## src/shared/status_pkg.sv

```systemverilog
// status_pkg: constants, command codes and helpers shared by the status register bank.
// assumes a single 20 MHz clock and a command parser that decodes text commands to cmd_t.
package status_pkg;

    // ----------------------------------------
    // widths and limits
    // ----------------------------------------
    localparam int          REG_W      = 8;
    localparam int          VALUE_W    = 16;
    localparam logic [15:0] VALUE_MAX  = 16'h00FF;
    localparam logic [7:0]  OPC_REPLY  = 8'h01;
    localparam logic [7:0]  MASK_RESET = 8'h00;
    localparam logic [7:0]  EV_RESET   = 8'h80;

    // ----------------------------------------
    // status byte bit positions
    // ----------------------------------------
    localparam int SB_ERRQ   = 2;
    localparam int SB_QUES   = 3;
    localparam int SB_MAV    = 4;
    localparam int SB_ESB    = 5;
    localparam int SB_MASTER = 6;
    localparam logic [7:0] SB_USED      = 8'h7C;
    localparam logic [7:0] SB_NO_MASTER = 8'hBF;

    // ----------------------------------------
    // standard event bit positions
    // ----------------------------------------
    localparam int EV_OPC = 0;
    localparam int EV_QYE = 2;
    localparam int EV_DDE = 3;
    localparam int EV_EXE = 4;
    localparam int EV_CME = 5;
    localparam int EV_PON = 7;
    localparam logic [7:0] EV_USED = 8'hBD;

    // ----------------------------------------
    // commands and states
    // ----------------------------------------
    typedef enum logic [3:0] {
        CMD_NONE   = 4'h0,
        CMD_SRE_WR = 4'h1,
        CMD_SRE_RD = 4'h2,
        CMD_SB_RD  = 4'h3,
        CMD_ESE_WR = 4'h4,
        CMD_ESE_RD = 4'h5,
        CMD_EV_RD  = 4'h6,
        CMD_CLS    = 4'h7,
        CMD_OPC    = 4'h8,
        CMD_OPC_RD = 4'h9
    } cmd_t;

    typedef enum logic [0:0] {
        OPC_IDLE = 1'b0,
        OPC_WAIT = 1'b1
    } opc_state_t;

    // values above the mask range saturate rather than wrap
    function automatic logic [7:0] clamp8(input logic [15:0] v);
        clamp8 = (v > VALUE_MAX) ? VALUE_MAX[7:0] : v[7:0];
    endfunction : clamp8

endpackage : status_pkg

```

## src/hdl/event_latch.sv

```systemverilog
// event_latch: sticky event flags with a clear strobe; a set in the clear cycle survives.
// assumes set pulses and clear are synchronous to clk.
`timescale 1ns/1ns
module event_latch #(
    parameter int         WIDTH  = 8,
    parameter logic [7:0] USED   = 8'hFF,
    parameter logic [7:0] RST_VL = 8'h00
) (
    input  wire logic             clk,
    input  wire logic             rst,
    input  wire logic [WIDTH-1:0] set,
    input  wire logic             clear,
    output logic      [WIDTH-1:0] flags
);
    import status_pkg::*;

    initial begin
        if (WIDTH != REG_W) $error("event_latch supports only 8-bit registers");
    end

    logic [WIDTH-1:0] flags_reg;
    wire  [WIDTH-1:0] flags_next = ((clear ? '0 : flags_reg) | set) & USED;

    always_ff @(posedge clk or posedge rst) begin
        if (rst) flags_reg <= RST_VL & USED;
        else     flags_reg <= flags_next;
    end

    assign flags = flags_reg;

endmodule : event_latch

```

## src/hdl/opc_tracker.sv

```systemverilog
// opc_tracker: waits after a start strobe until no operation is pending, then pulses done.
// assumes ops_pending is a synchronous level from the operation sequencer.
`timescale 1ns/1ns
module opc_tracker (
    input  wire logic clk,
    input  wire logic rst,
    input  wire logic start,
    input  wire logic ops_pending,
    output logic      busy,
    output logic      done
);
    import status_pkg::*;

    opc_state_t state_reg;
    opc_state_t state_next;
    logic       done_reg;
    wire        finish = (state_reg == OPC_WAIT) && !ops_pending;

    always_comb begin
        case (state_reg)
            OPC_IDLE: state_next = start ? OPC_WAIT : OPC_IDLE;
            OPC_WAIT: state_next = ops_pending ? OPC_WAIT : OPC_IDLE;
            default:  state_next = OPC_IDLE;
        endcase
    end

    always_ff @(posedge clk or posedge rst) begin
        if (rst) begin
            state_reg <= OPC_IDLE;
            done_reg  <= 1'b0;
        end else begin
            state_reg <= state_next;
            done_reg  <= finish;
        end
    end

    assign busy = (state_reg == OPC_WAIT);
    assign done = done_reg;

endmodule : opc_tracker

```

## src/hdl/status_reporting_registers.sv

```systemverilog
// status_reporting_registers: status byte, service request mask, standard event flags and mask,
// with the common status commands and operation-complete signalling.
// assumes a parser that hands over one decoded command at a time and an output queue
// that takes reply_data whenever reply_valid is high.
//
// Summary of operation
// - service request mask write stores the value as 8-bit mask, range 0..255
// - service request mask query returns the current mask, 0..255
// - status byte query returns the byte; master summary flag is not cleared
// - standard event mask write loads the value clamped to 0..255
// - standard event mask query returns the stored 8-bit mask, unused positions 1 and 6 included
// - standard event query returns the 8-bit flags, at most 255
// - clear-status zeroes the event flags and pulses clear_groups; level summary bits follow their inputs
// - operation-complete command waits for pending operations, then sets flag bit 0
// - operation-complete query queues 1 once pending operations have finished
// - status byte: 2 errors, 3 questionable, 4 message, 5 event, 6 master
// - event flags: 0 opc, 2 query, 3 device, 4 exec, 5 command, 7 power-on
// - event flags stay latched; cleared by query or clear-status only
// - masks gate summaries; reading or clear-status leaves masks alone
`timescale 1ns/1ns
module status_reporting_registers (
    input  wire logic                           clk,
    input  wire logic                           rst,
    input  wire logic                           cmd_valid,
    input  wire status_pkg::cmd_t               cmd_code,
    input  wire logic [status_pkg::VALUE_W-1:0] cmd_value,
    input  wire logic                           ops_pending,
    input  wire logic                           error_queue_nonempty,
    input  wire logic                           questionable_summary,
    input  wire logic                           message_available,
    input  wire logic                           query_error,
    input  wire logic                           device_error,
    input  wire logic                           execution_error,
    input  wire logic                           command_error,
    output logic                                cmd_ready,
    output logic                                reply_valid,
    output logic [status_pkg::REG_W-1:0]        reply_data,
    output logic [status_pkg::REG_W-1:0]        status_byte,
    output logic [status_pkg::REG_W-1:0]        event_flags,
    output logic                                clear_groups
);
    import status_pkg::*;

    // ----------------------------------------
    // command decode
    // ----------------------------------------
    wire take       = cmd_valid && cmd_ready;
    wire take_sre_w = take && (cmd_code == CMD_SRE_WR);
    wire take_sre_r = take && (cmd_code == CMD_SRE_RD);
    wire take_sb_r  = take && (cmd_code == CMD_SB_RD);
    wire take_ese_w = take && (cmd_code == CMD_ESE_WR);
    wire take_ese_r = take && (cmd_code == CMD_ESE_RD);
    wire take_ev_r  = take && (cmd_code == CMD_EV_RD);
    wire take_cls   = take && (cmd_code == CMD_CLS);
    wire take_opc   = take && (cmd_code == CMD_OPC);
    wire take_opc_r = take && (cmd_code == CMD_OPC_RD);

    logic [7:0] service_request_mask_reg;
    logic [7:0] standard_event_mask_reg;
    logic [7:0] status_byte_reg;
    logic [7:0] reply_data_reg;
    logic       reply_valid_reg;
    logic       cmd_ready_reg;
    logic       clear_groups_reg;
    logic [7:0] ev_flags;
    logic       opc_busy;
    logic       opc_done;
    logic       opcq_busy;
    logic       opcq_done;

    // ----------------------------------------
    // operation-complete waits
    // ----------------------------------------
    opc_tracker u_opc_cmd (
        .clk         (clk),
        .rst         (rst),
        .start       (take_opc),
        .ops_pending (ops_pending),
        .busy        (opc_busy),
        .done        (opc_done)
    );

    opc_tracker u_opc_query (
        .clk         (clk),
        .rst         (rst),
        .start       (take_opc_r),
        .ops_pending (ops_pending),
        .busy        (opcq_busy),
        .done        (opcq_done)
    );

    // ----------------------------------------
    // standard event flags
    // ----------------------------------------
    logic [7:0] ev_set;
    always_comb begin
        ev_set         = 8'h00;
        ev_set[EV_OPC] = opc_done;
        ev_set[EV_QYE] = query_error;
        ev_set[EV_DDE] = device_error;
        ev_set[EV_EXE] = execution_error;
        ev_set[EV_CME] = command_error;
    end

    // power-on bit comes only from the reset value; a query or clear-status clears it until the next reset
    wire ev_clear = take_ev_r || take_cls;

    event_latch #(
        .WIDTH  (REG_W),
        .USED   (EV_USED),
        .RST_VL (EV_RESET)
    ) u_ev (
        .clk   (clk),
        .rst   (rst),
        .set   (ev_set),
        .clear (ev_clear),
        .flags (ev_flags)
    );

    // ----------------------------------------
    // summaries
    // ----------------------------------------
    wire        event_summary = |(ev_flags & standard_event_mask_reg);
    logic [7:0] sb_core;
    always_comb begin
        sb_core          = 8'h00;
        sb_core[SB_ERRQ] = error_queue_nonempty;
        sb_core[SB_QUES] = questionable_summary;
        sb_core[SB_MAV]  = message_available;
        sb_core[SB_ESB]  = event_summary;
    end
    // reserved positions of sb_core are zero, so ANDing them with the mask adds nothing
    wire        master_summary_flag = |(sb_core & service_request_mask_reg & SB_NO_MASTER);
    wire  [7:0] sb_next = (sb_core & SB_USED) | (8'(master_summary_flag) << SB_MASTER);

    // ----------------------------------------
    // reply selection
    // ----------------------------------------
    wire        reply_next = take_sre_r || take_sb_r || take_ese_r || take_ev_r || opcq_done;
    wire  [7:0] reply_sel =
        take_sre_r ? service_request_mask_reg :
        take_sb_r  ? status_byte_reg :
        take_ese_r ? standard_event_mask_reg :
        take_ev_r  ? ev_flags :
        opcq_done  ? OPC_REPLY : 8'h00;
    // holding the parser off until the query answer is out keeps replies in command order
    wire        cmd_ready_next = !(take_opc_r || opcq_busy || opcq_done);

    wire  [7:0] sre_next = take_sre_w ? clamp8(cmd_value) : service_request_mask_reg;
    wire  [7:0] ese_next = take_ese_w ? clamp8(cmd_value) : standard_event_mask_reg;

    // ----------------------------------------
    // registers
    // ----------------------------------------
    always_ff @(posedge clk or posedge rst) begin
        if (rst) begin
            service_request_mask_reg <= MASK_RESET;
            standard_event_mask_reg  <= MASK_RESET;
            status_byte_reg          <= 8'h00;
            reply_data_reg           <= 8'h00;
            reply_valid_reg          <= 1'b0;
            cmd_ready_reg            <= 1'b1;
            clear_groups_reg         <= 1'b0;
        end else begin
            service_request_mask_reg <= sre_next;
            standard_event_mask_reg  <= ese_next;
            status_byte_reg          <= sb_next;
            reply_data_reg           <= reply_next ? reply_sel : reply_data_reg;
            reply_valid_reg          <= reply_next;
            cmd_ready_reg            <= cmd_ready_next;
            clear_groups_reg         <= take_cls;
        end
    end

    assign cmd_ready    = cmd_ready_reg;
    assign reply_valid  = reply_valid_reg;
    assign reply_data   = reply_data_reg;
    assign status_byte  = status_byte_reg;
    assign event_flags  = ev_flags;
    assign clear_groups = clear_groups_reg;
endmodule : status_reporting_registers

```

## config.mk

```make
export PLATFORM = sky130hd
export DESIGN_NAME = status_reporting_registers
export DESIGN_NICKNAME = d
export VERILOG_FILES = /design/src/shared/status_pkg.sv /design/src/hdl/event_latch.sv /design/src/hdl/opc_tracker.sv /design/src/hdl/status_reporting_registers.sv
export SDC_FILE = /design/constraint.sdc
export NUM_CORES = 1
export LEC_CHECK = 0
export ABC_AREA = 0
export BUFFER_PORTS_ARGS = -buffer_cell sky130_fd_sc_hd__buf_4
export CORE_MARGIN = 1.5
export CORE_UTILIZATION = 50
export CTS_BUF_LIST = sky130_fd_sc_hd__clkbuf_16
export DETAILED_ROUTE_END_ITERATION = 6
export PLACE_DENSITY = 0.78
export SLEW_MARGIN = 0
export SYNTH_ARGS = -nofsm -noshare
export SYNTH_HDL_FRONTEND = slang
export SYNTH_SLANG_ARGS = --single-unit
```

## constraint.sdc

```tcl
create_clock -name clk -period 2.2 [get_ports clk]
set_input_delay 0.11 -clock clk [delete_from_list [all_inputs] [get_ports clk]]
set_output_delay 0.11 -clock clk [all_outputs]
set_load 0.05 [all_outputs]
```

# Yosys cells after proc, flatten, opt, wreduce, memory -nomap -nowiden
# Cells that the tools add are included.
# totals
register_bits	44
input_bits	31
# op_classes
reduce_logical	23
muxes	12
order_cmp	1
bitwise	6
n_eq_ne	9
# op_table
cell	count
$mux 8	6
$eq 4x3->1 const B	4
$gt 16x8->1 const B	1
$logic_and 1x1->1	12
$and 6x8->8	1
$and 8x8->8	1
$eq 4x2->1 const B	2
$eq 4x4->1 const B	2
$or 8x6->8	1
$reduce_or 8->1	1
$logic_or 1x1->1	7
$or 6x7->7	1
$reduce_or 7->1	1
$eq 4x1->1 const B	1
$mux 1	4
$pmux 1 s2	2
$logic_not 1->1	2
$not 1->1	2

# Depth between registers and ports, before layout
# Gate-level depths: netlist (run 1).
# depth
word_depth	6
depth_mapped	6
depth_no_buf	4

# Hierarchy
# From an unflattened synthesis (run 1), not the netlist that was laid out.
# unflattened
hier_cells	187
area_unflattened_um2	1979.4
# by_module_without_submodules
mod	area_per_inst_um2	cells_per_inst	instances	seq_area_each_um2
status_reporting_registers	1606.5	160	1	802.0
event_latch	222.7	17	1	151.4
opc_tracker	75.1	5	2	50.0

# Worst setup path before layout (run 1)
# No wires, ideal clock.
# synth_timing
path_type	reg2reg
start	register cmd_ready_reg (netlist: cmd_ready)
end	register service_request_mask_reg[5]
arrival_time_ps	1717
t_required_ps	2078
path_slack_ps	362
path_buffers	2
path_stages_with_launch	7
cell_sequence	dfstp_2 -> nand2_2 -> or4_1 -> buf_2 -> buf_6 -> nand2_1 -> o21ai_2
# synth_between
elab_chain_len	2
# synth_lines
item	line_no	rtl
start, declared	status_reporting_registers.sv:63	logic cmd_ready_reg;
start signal, assigned	status_reporting_registers.sv:170	cmd_ready_reg <= cmd_ready_next;
$logic_and 1x1->1	status_reporting_registers.sv:47	wire take = cmd_valid && cmd_ready;
$logic_and 1x1->1	status_reporting_registers.sv:48	wire take_sre_w = take && (cmd_code == CMD_SRE_WR);
end signal, assigned	status_reporting_registers.sv:165	service_request_mask_reg <= sre_next;
end, declared	status_reporting_registers.sv:58	logic [7:0] service_request_mask_reg;
# No other way between the ends.
# A chain may end at the register's enable or synchronous reset.

# Worst setup path in the final report (run 1)
# layout_timing
start	register cmd_ready_reg (netlist: cmd_ready)
end	register service_request_mask_reg[4]
# The elaborated chain is that of the path after synthesis.

==> flow_summary.json, run 1 <==
{
  "cts_htree_levels": 2,
  "antenna_found_initial": 0,
  "cts.sinks": 42,
  "syn_area_per_cell_sq_um": 10.5,
  "ff_latch_area_sq_mm": 0.00105,
  "setup_viol": 0,
  "grt_max_degree": 43,
  "fillCellCount": 308,
  "vias": 1566,
  "syn_area_sq_mm": 0.00189,
  "synthArstFlopShare_pct": 100,
  "p_int_uw": 1650,
  "comb_power_share_pct": 25.4,
  "ys_warn_count": 0,
  "drtIter0Drc": 142,
  "synth_cells": 180,
  "r2r_cells": 4,
  "multi_input_area_sq_um": 757,
  "cts_tree": "yes",
  "synth_top_area_share_pct": 52.9,
  "finalWorstSetupSlack_ps": 363,
  "post-route-period-util_pct": 83.5,
  "power_switching_uw": 759,
  "crit_path_start_kind": "flop",
  "yosysTopAreaCell": "dfrtp_1",
  "clock_path_buffers": 2,
  "grt_pass1_wl_um": 7280,
  "ys_seq_elements": 42,
  "seq_area_frac_synth_pct": 55.7,
  "post_cts_buffers": 0,
  "p_clk_share_pct": 33.3,
  "pre_cts_ws_ps": 408,
  "power_uw": 2410,
  "synth_edf_count": 0,
  "crit_type": "reg -> reg",
  "start_util_pct": 51.7,
  "wl_um": 4420,
  "wire_per_inst_um": 15.3,
  "dieWidth_um": 64.5,
  "slew_viol_final": 0,
  "io_buffers": 52,
  "status": "finished clean",
  "io_pins": 58,
  "layout.nets": 270,
  "drc": 0,
  "setup_tns_ps": 0,
  "synth_commonest_cells": "dfrtp_1, nor2_1, nand2_1, a21oi_1, a22oi_1",
  "clk_latency_ps": 280,
  "core-area_sq_mm": 0.00366,
  "worst_pin_slew_ps": 532,
  "yosysMostFrequentCell": "dfrtp_1",
  "critPathRequiredTime_ps": 2340,
  "cts_made_buffers": 5,
  "first_global_vias": 1511,
  "track_usage_pct": 23.6,
  "root_buffer": "clkbuf_16",
  "sw_frac_of_total_pct": 31.5,
  "routabilityCongestion": 0.910,
  "num_rows": 22,
  "seq_power_share_pct": 41.3,
  "cp_max_fo": 16,
  "min_period_ps": 1840,
  "arrival_ps": 1980,
  "final_cell_area_sq_mm": 0.00251,
  "peakVddDrop_mv": 0.664,
  "rrSetupSlack_ps": 360,
  "clock.fmax_mhz": 544,
  "synth_cell_types": 41,
  "clk_pin_slew_ps": 50,
  "synth_ff_type": "dfrtp_1",
  "synthToLayoutAreaGrowth_pct": 32.4,
  "placed_area_sq_mm": 0.00229,
  "powerDensity_mw_per_mm2": 960,
  "layout-drive-gt1-share_pct": 29.6,
  "die_y_um": 64.5,
  "rsz0062_at_grt": "false",
  "crit_end": "service_request_mask_reg[4]$_DFFE_PP0P_",
  "gr-total-overflow": 0,
  "worstHoldPathType": "in -> reg",
  "r2r-end": "service_request_mask_reg[4]$_DFFE_PP0P_",
  "startpoint": "cmd_ready$_DFF_PP1_",
  "max-cap-violations": 0,
  "synthTopCellsByArea": "dfrtp_1, nor2_1, nand2_1",
  "die_area_sq_mm": 0.00416,
  "end_kind": "flop",
  "ant_nets": 0,
  "dr.pass1.iters": 4,
  "r2r_start": "cmd_ready$_DFF_PP1_",
  "finClkSkew_ps": 3.53,
  "relSlewSlack_pct": 64.5,
  "leakagePower_uw": 0.00117,
  "whs_ps": 10.6,
  "dp.final_hpwl_um": 3180,
  "avgViaCountPerCell": 5.44,
  "hold_violations": 0,
  "n_antenna_cell": 0
}
-- layout by cell type (no fill, tap or decap), types with 3 or more instances in the layout --
master,count
buf_4,54
dfrtp_1,40
nor2_1,23
nand2_1,19
a21oi_1,11
a22oi_1,9
o21ai_1,7
a21o_1,6
conb_1,5
clkbuf_16,5
dlygate4sd3_1,5
inv_1,4
nand3_1,4
nor2b_1,4
nor3_1,3
mux2i_1,3
o221ai_1,3
-- worst min-delay path by stage --
stage,startpoint,slack [ps],cells after the start,endpoint
CTS,device_error,3,2,u_ev.flags[3]$_DFF_PP0_
floorplan,error_queue_nonempty,140,0,status_byte[2]$_DFF_PP0_
finish,command_error,10,2,u_ev.flags[5]$_DFF_PP0_
global placement,questionable_summary,230,1,status_byte[3]$_DFF_PP0_
global route,device_error,8,2,u_ev.flags[3]$_DFF_PP0_
detailed placement,questionable_summary,230,1,status_byte[3]$_DFF_PP0_
-- final cells by class --
type	count	share of cell area, %
Clock inverter	3	1.60
Inverter	4	0.599
Sequential cell	42	42.0
Multi-Input combinational cell	127	30.2
Tap cell	48	2.40
Timing Repair Buffer	59	18.2
Clock buffer	5	4.99
-- critical path, stage by stage (launching register included) --
cell,delay [ps]
dfstp_2,570
nand2_2,100
or4_1,760
nand2_1,190
o21ai_1,80
-- cell families after synthesis --
logic type / share of synthesized area [%]
DFF: 55.7
AOI/OAI and AO/OA: 17.6
xor gates and xnor gates: 0.463
other: 0.198
buffers and inverters: 5.15
and+or+nand+nor: 18.8
muxes: 2.18
-- through the flow --
| stage | utilization (%) | cells |
|---|---|---|
| 2_1_floorplan | - | 184 |
| 3_3_place_gp | 62.6 | 275 |
| 3_5_place_dp | 62.6 | 275 |
| 4_1_cts | 68.5 | 288 |
| 5_1_grt | 68.5 | 288 |
| 6_report | 68.5 | 288 |
-- layer usage --
metal | vias to the layer above | share of wire, % | global-route usage [%]
met5 | - | 0 | 0
li1 | 756 | - | -
met1 | 732 | 43 | 31.6
met3 | 12 | 6.7 | 7.12
met2 | 66 | 48 | 35.9
met4 | 0 | 2.7 | 9.84
-- power groups by stage --
stage,sequential (uW),clock (uW),combinational (uW)
after floorplan,1190,0,217
after CTS,991,822,611
final,994,801,611
after global placement,1000,0,590
after detailed placement,1000,0,601
after global routing,1010,855,655
-- timing repair --
| item | in CTS | in global routing |
|---|---|---|
| hold buffers | 5 | 0 |
| hold endpoints to repair | 44 | 0 |
| gates resized for setup | 0 | 0 |
No activity file was read; power rests on OpenSTA's default activity.
==> run 2, diff against run 1 <==
==> constraint.sdc (replaced) <==
create_clock -name clk -period 1.9 [get_ports clk]
set_input_delay 0.095 -clock clk [delete_from_list [all_inputs] [get_ports clk]]
set_output_delay 0.095 -clock clk [all_outputs]
set_load 0.05 [all_outputs]
==> run 2 against run 1 <==
  * Sequential cell count unchanged
  * Sequential share of layout area decreased by 0.15 points
  * Register-to-register slack got worse by 120 ps
  * Via count is 0.77% higher
  * Hold slack worse by 7.6 ps
  * Clock skew grew 1.8 ps
  * Count of clock-buffer cells in the layout is the same
  * Final area increased by 0.35%
  * Clock power down 2.9%
  * Die area stayed put
  * Combinational power up 16%
  * Global-route usage decreased by 0.58 points
  * Critical endpoint is now service_request_mask_reg[5]$_DFFE_PP0P_
==> flow_summary.json, run 2 (synthesis gave the netlist of run 1 again) <==
{
  "r2r_start": "cmd_ready$_DFF_PP1_",
  "cts.sinks": 42,
  "grt_max_degree": 43,
  "avgViaCountPerCell": 5.40,
  "slew_viol_final": 0,
  "wl_um": 4320,
  "worst_pin_slew_ps": 504,
  "arrival_ps": 1820,
  "grt_pass1_wl_um": 7090,
  "setup_tns_ps": 0,
  "cts_made_buffers": 5,
  "cts_htree_levels": 2,
  "slowest_delay_ps": 570,
  "cp_max_fo": 16,
  "ant_nets": 0,
  "die_y_um": 64.5,
  "core-area_sq_mm": 0.00366,
  "end_kind": "flop",
  "pre_cts_ws_ps": 271,
  "synthToLayoutAreaGrowth_pct": 32.8,
  "drc": 0,
  "top_layer": "met4",
  "r2r_cells": 5,
  "post_cts_buffers": 0,
  "die_area_sq_mm": 0.00416,
  "crit_path_start_kind": "flop",
  "clk_pin_slew_ps": 50,
  "clk_latency_ps": 280,
  "hp-start": "execution_error",
  "rrSetupSlack_ps": 240,
  "dr.pass1.iters": 4,
  "critPathRequiredTime_ps": 2060,
  "root_buffer": "clkbuf_16",
  "num_rows": 22,
  "rsz0062_at_grt": "false",
  "n_antenna_cell": 0,
  "leakagePower_uw": 0.00117,
  "first_global_vias": 1472,
  "wire_per_inst_um": 14.8,
  "holdPathEnd": "u_ev.flags[4]$_DFF_PP0_",
  "r2r-end": "service_request_mask_reg[5]$_DFFE_PP0P_",
  "antenna_found_initial": 0,
  "mostFrequentLayoutCell": "buf_4",
  "io_buffers": 52,
  "final_cell_mix": "buf_4, dfrtp_1, nor2_1, nand2_1, a21oi_1",
  "cp_top_family": "simple AND/OR/NAND/NOR gates",
  "drtIter0Drc": 105,
  "clock_path_buffers": 2,
  "relSlewSlack_pct": 66.4,
  "status": "finished clean",
  "wl_met1_um": 1900,
  "finClkSkew_ps": 5.36,
  "fillCellCount": 300,
  "gr-total-overflow": 0,
  "hold_violations": 0,
  "layout.nets": 274,
  "post-route-period-util_pct": 87.1,
  "setup_viol": 0,
  "clock.fmax_mhz": 604,
  "max-cap-violations": 0,
  "whs_ps": 2.99,
  "crit_buf_inv": 1,
  "powerDensity_mw_per_mm2": 1050,
  "vias": 1578,
  "finalWorstSetupSlack_ps": 244,
  "cts_tree": "yes",
  "layout-drive-gt1-share_pct": 28.3,
  "dp.final_hpwl_um": 3120,
  "wl_met3_um": 242,
  "routabilityCongestion": 0.863,
  "peakVddDrop_mv": 0.826,
  "wl_met2_um": 2080,
  "min_period_ps": 1660,
  "io_pins": 58,
  "stdcell_count": 292,
  "crit_type": "reg -> reg",
  "start_util_pct": 51.7,
  "crit_chain": "nand2_2 > or4_1 > buf_4 > nand2_1 > o21ai_2",
  "crit_slowest_cell": "dfstp_2",
  "holdPathStages": 2,
  "placed_cells": 276,
  "track_usage_pct": 23.0,
  "worstHoldPathType": "in -> reg",
  "utilization_pct": 68.7,
  "dieWidth_um": 64.5
}
## run 2: worst register-to-register path, delay by kind of cell (launching register included)
| kind | cells | cell delay (ps) |
|---|---|---|
| simple gates | 3 | 710 |
| compound gates | 1 | 50 |
| buf+inv | 1 | 210 |
| flops | 1 | 570 |
## run 2: repair_timing
item,in CTS,in global routing
hold buffers,8,0
resized for setup,0,0
endpoints found under the hold margin,48,0
## run 2: through the flow
step                      total power, uW  instance area [sq um]
after CTS                            2650                   2510
after floorplan                      1630                   1910
after detailed placement             1860                   2300
after global placement               1850                   2300
final                                2640                   2510
after global routing                 2770                   2510
## run 2: worst max-delay path by stage
stage	to	depth (start not counted)	slack (ps)	start
finish	service_request_mask_reg[5]$_DFFE_PP0P_	5	240	cmd_ready$_DFF_PP1_
floorplan	service_request_mask_reg[5]$_DFFE_PP0P_	6	60	cmd_ready$_DFF_PP1_
global route	service_request_mask_reg[0]$_DFFE_PP0P_	5	200	cmd_ready$_DFF_PP1_
detailed placement	service_request_mask_reg[6]$_DFFE_PP0P_	5	270	cmd_ready$_DFF_PP1_
CTS	service_request_mask_reg[5]$_DFFE_PP0P_	5	260	cmd_ready$_DFF_PP1_
global placement	service_request_mask_reg[4]$_DFFE_PP0P_	5	270	cmd_ready$_DFF_PP1_
## run 2: metal layers
| layer | vias to the layer above | GRT usage (%) |
|---|---|---|
| li1 | 762 | - |
| met1 | 753 | 30.3 |
| met2 | 56 | 36.2 |
| met3 | 7 | 5.56 |
| met4 | 0 | 10.4 |
| met5 | - | 0 |
## run 2: area by class of cell
cell class              count  area [sq um]  area share [%]
inverters                   4          15.0           0.597
repair buffers             63           493            19.6
multi-input cells         127           757            30.1
clock inverters             3          11.3           0.448
well taps                  48          60.1            2.39
flip-flops and latches     42          1050            41.9
clock buffers               5           125            4.98
## run 2: report_power, final
part | switching (uW) | leakage, uW | internal (uW)
combinational | 451 | 0.000616 | 257
clock | 307 | 0.0000738 | 472
sequential | 112 | 0.000483 | 1040
total | 869 | 0.00117 | 1770
==> run 3, diff against run 2 <==
--- a/config.mk
+++ b/config.mk
@@ -6,8 +6,8 @@
 export NUM_CORES = 1
 export LEC_CHECK = 0
 export ABC_AREA = 0
-export BUFFER_PORTS_ARGS = -buffer_cell sky130_fd_sc_hd__buf_4
-export CORE_MARGIN = 1.5
+export BUFFER_PORTS_ARGS = -buffer_cell sky130_fd_sc_hd__buf_2
+export CORE_MARGIN = 3
 export CORE_UTILIZATION = 50
 export CTS_BUF_LIST = sky130_fd_sc_hd__clkbuf_16
 export DETAILED_ROUTE_END_ITERATION = 6
==> run 3 against run 2 <==
  * Sequential power barely moved
  * Cell count fell by 0.68%
  * Utilization fell by 0.38 points
  * Critical path type unchanged
  * Combinational power fell by 7.9%
  * Sequential share of layout area rose by 2.2 points
  * Clock skew barely moved
  * Highest routed layer unchanged
  * Critical endpoint is now service_request_mask_reg[2]$_DFFE_PP0P_
  * Register-to-register slack barely moved
==> flow_summary.json, run 3 (synthesis gave the netlist of run 1 again) <==
{
  "status": "finished clean",
  "clock_path_buffers": 2,
  "slowest_delay_ps": 580,
  "peakVddDrop_mv": 0.745,
  "p_clk_share_pct": 30.9,
  "die_area_sq_mm": 0.00456,
  "min_period_ps": 1660,
  "arrival_ps": 1830,
  "holdPathStages": 2,
  "post-route-period-util_pct": 87.5,
  "start_util_pct": 54.2,
  "worst_pin_slew_ps": 510,
  "rsz0062_at_grt": "false",
  "clk_latency_ps": 280,
  "cp_max_fo": 16,
  "dieWidth_um": 67.5,
  "startpoint": "cmd_ready$_DFF_PP1_",
  "hp-start": "ops_pending",
  "cts_made_buffers": 5,
  "drtIter0Drc": 117,
  "setup_tns_ps": 0,
  "antenna_found_initial": 0,
  "cts-resized-gates": 0,
  "root_buffer": "clkbuf_16",
  "io_buffers": 52,
  "cts.sinks": 42,
  "critPathRequiredTime_ps": 2060,
  "seq_power_share_pct": 44.0,
  "crit_type": "reg -> reg",
  "crit_chain": "nand2_2 > or4_1 > buf_4 > nand2_1 > o21ai_1",
  "layout-drive-gt1-share_pct": 29.1,
  "grt_pass1_wl_um": 7180,
  "slew_viol_final": 0,
  "io_pins": 58,
  "mostFrequentLayoutCell": "buf_2",
  "sw_frac_of_total_pct": 33.9,
  "final_cell_mix": "buf_2, dfrtp_1, nor2_1, nand2_1, a21oi_1",
  "drc": 0,
  "gr-total-overflow": 0,
  "power_switching_uw": 883,
  "worstHoldPathType": "in -> reg",
  "r2r_start": "cmd_ready$_DFF_PP1_",
  "clk_pin_slew_ps": 50,
  "setup_viol": 0,
  "powerDensity_mw_per_mm2": 1090,
  "first_global_vias": 1511,
  "n_antenna_cell": 0,
  "synthToLayoutAreaGrowth_pct": 26.1,
  "clock.fmax_mhz": 601,
  "dr.pass1.iters": 6,
  "grt_max_degree": 43,
  "pre_cts_ws_ps": 274,
  "vias": 1578,
  "crit_path_start_kind": "flop",
  "max-cap-violations": 0,
  "r2r_cells": 5,
  "leakagePower_uw": 0.00112,
  "post_cts_buffers": 0,
  "track_usage_pct": 21.5,
  "end_kind": "flop",
  "hold_violations": 0,
  "layout.nets": 274,
  "ant_nets": 0,
  "core-area_sq_mm": 0.00349,
  "die_y_um": 67.5,
  "avgViaCountPerCell": 5.44,
  "finalWorstSetupSlack_ps": 237,
  "dp.final_hpwl_um": 3100,
  "comb_power_share_pct": 25.1,
  "wl_um": 4350,
  "finClkSkew_ps": 5.04,
  "num_rows": 21,
  "wire_per_inst_um": 15.0,
  "cts_htree_levels": 2,
  "crit_slowest_cell": "dfstp_2",
  "cts_tree": "yes",
  "routabilityCongestion": 0.928,
  "p_int_uw": 1720,
  "relSlewSlack_pct": 66.0
}
==> run 3: cell count changes in the layout (fill, tap and decap cells not counted), sizes merged <==
cell      change
clkinvlp      +1
inv           -2
clkinv        +1
==> run 3: what timing repair did <==
action,4_1_cts,5_1_grt
hold buffers,8,0
endpoints found under the setup margin,0,0
hold endpoints to repair,47,0
==> run 3: per-stage QoR <==
stage / instances / total power, uW / utilization [%] / hold WS, ps / area (sq um)
2_1_floorplan: 184 / 1630 / - / 126 / 1910
3_3_place_gp: 274 / 1790 / 62.0 / 219 / 2170
3_5_place_dp: 274 / 1800 / 62.0 / 219 / 2170
4_1_cts: 290 / 2610 / 68.3 / 8.34 / 2390
5_1_grt: 290 / 2730 / 68.3 / 21.6 / 2390
6_report: 290 / 2600 / 68.3 / 9.79 / 2390
==> run 3: critical path: cells and delay by family, from the launching register on <==
family	cells	cell delay, ps
compound gates	1	70
buf+inv	1	210
flops	1	580
simple gates	3	690
==> run 3: power by group through the flow <==
stage	Combinational (uW)	Sequential [uW]	Clock (uW)
3_3_place_gp	631	1160	0
3_5_place_dp	639	1160	0
6_report	652	1140	805
2_1_floorplan	251	1380	0
5_1_grt	705	1170	857
4_1_cts	657	1140	813
==> run 3: area by class of cell <==
cell class | instances | area, sq um
fill | 277 | 1110
sequential | 42 | 1050
multi-input combinational | 127 | 757
timing repair buffer | 63 | 363
clock buffer | 5 | 125
tap | 46 | 57.6
clock inverter | 3 | 16.3
inverter | 4 | 15.0
==> run 3: per-layer routing <==
metal	vias to the layer above	track usage (%)	part of all wire, %	wire length, um
li1	769	-	-	-
met1	727	29.1	43	1870
met2	75	34.0	46	2010
met3	7	4.99	9.4	410
met4	0	7.09	1.4	61
met5	-	0	0	0
==> run 3: worst paths after layout <==
kind,slack (ps),end
setup / recovery,240,service_request_mask_reg[2]$_DFFE_PP0P_
hold / removal,10,u_opc_query.done$_DFF_PP0_
setup reg to reg,240,service_request_mask_reg[2]$_DFFE_PP0P_
hold reg to reg,430,u_ev.flags[0]$_DFF_PP0_
max in group asynchronous,1040,cmd_ready$_DFF_PP1_
min in group asynchronous,490,u_ev.flags[2]$_DFF_PP0_
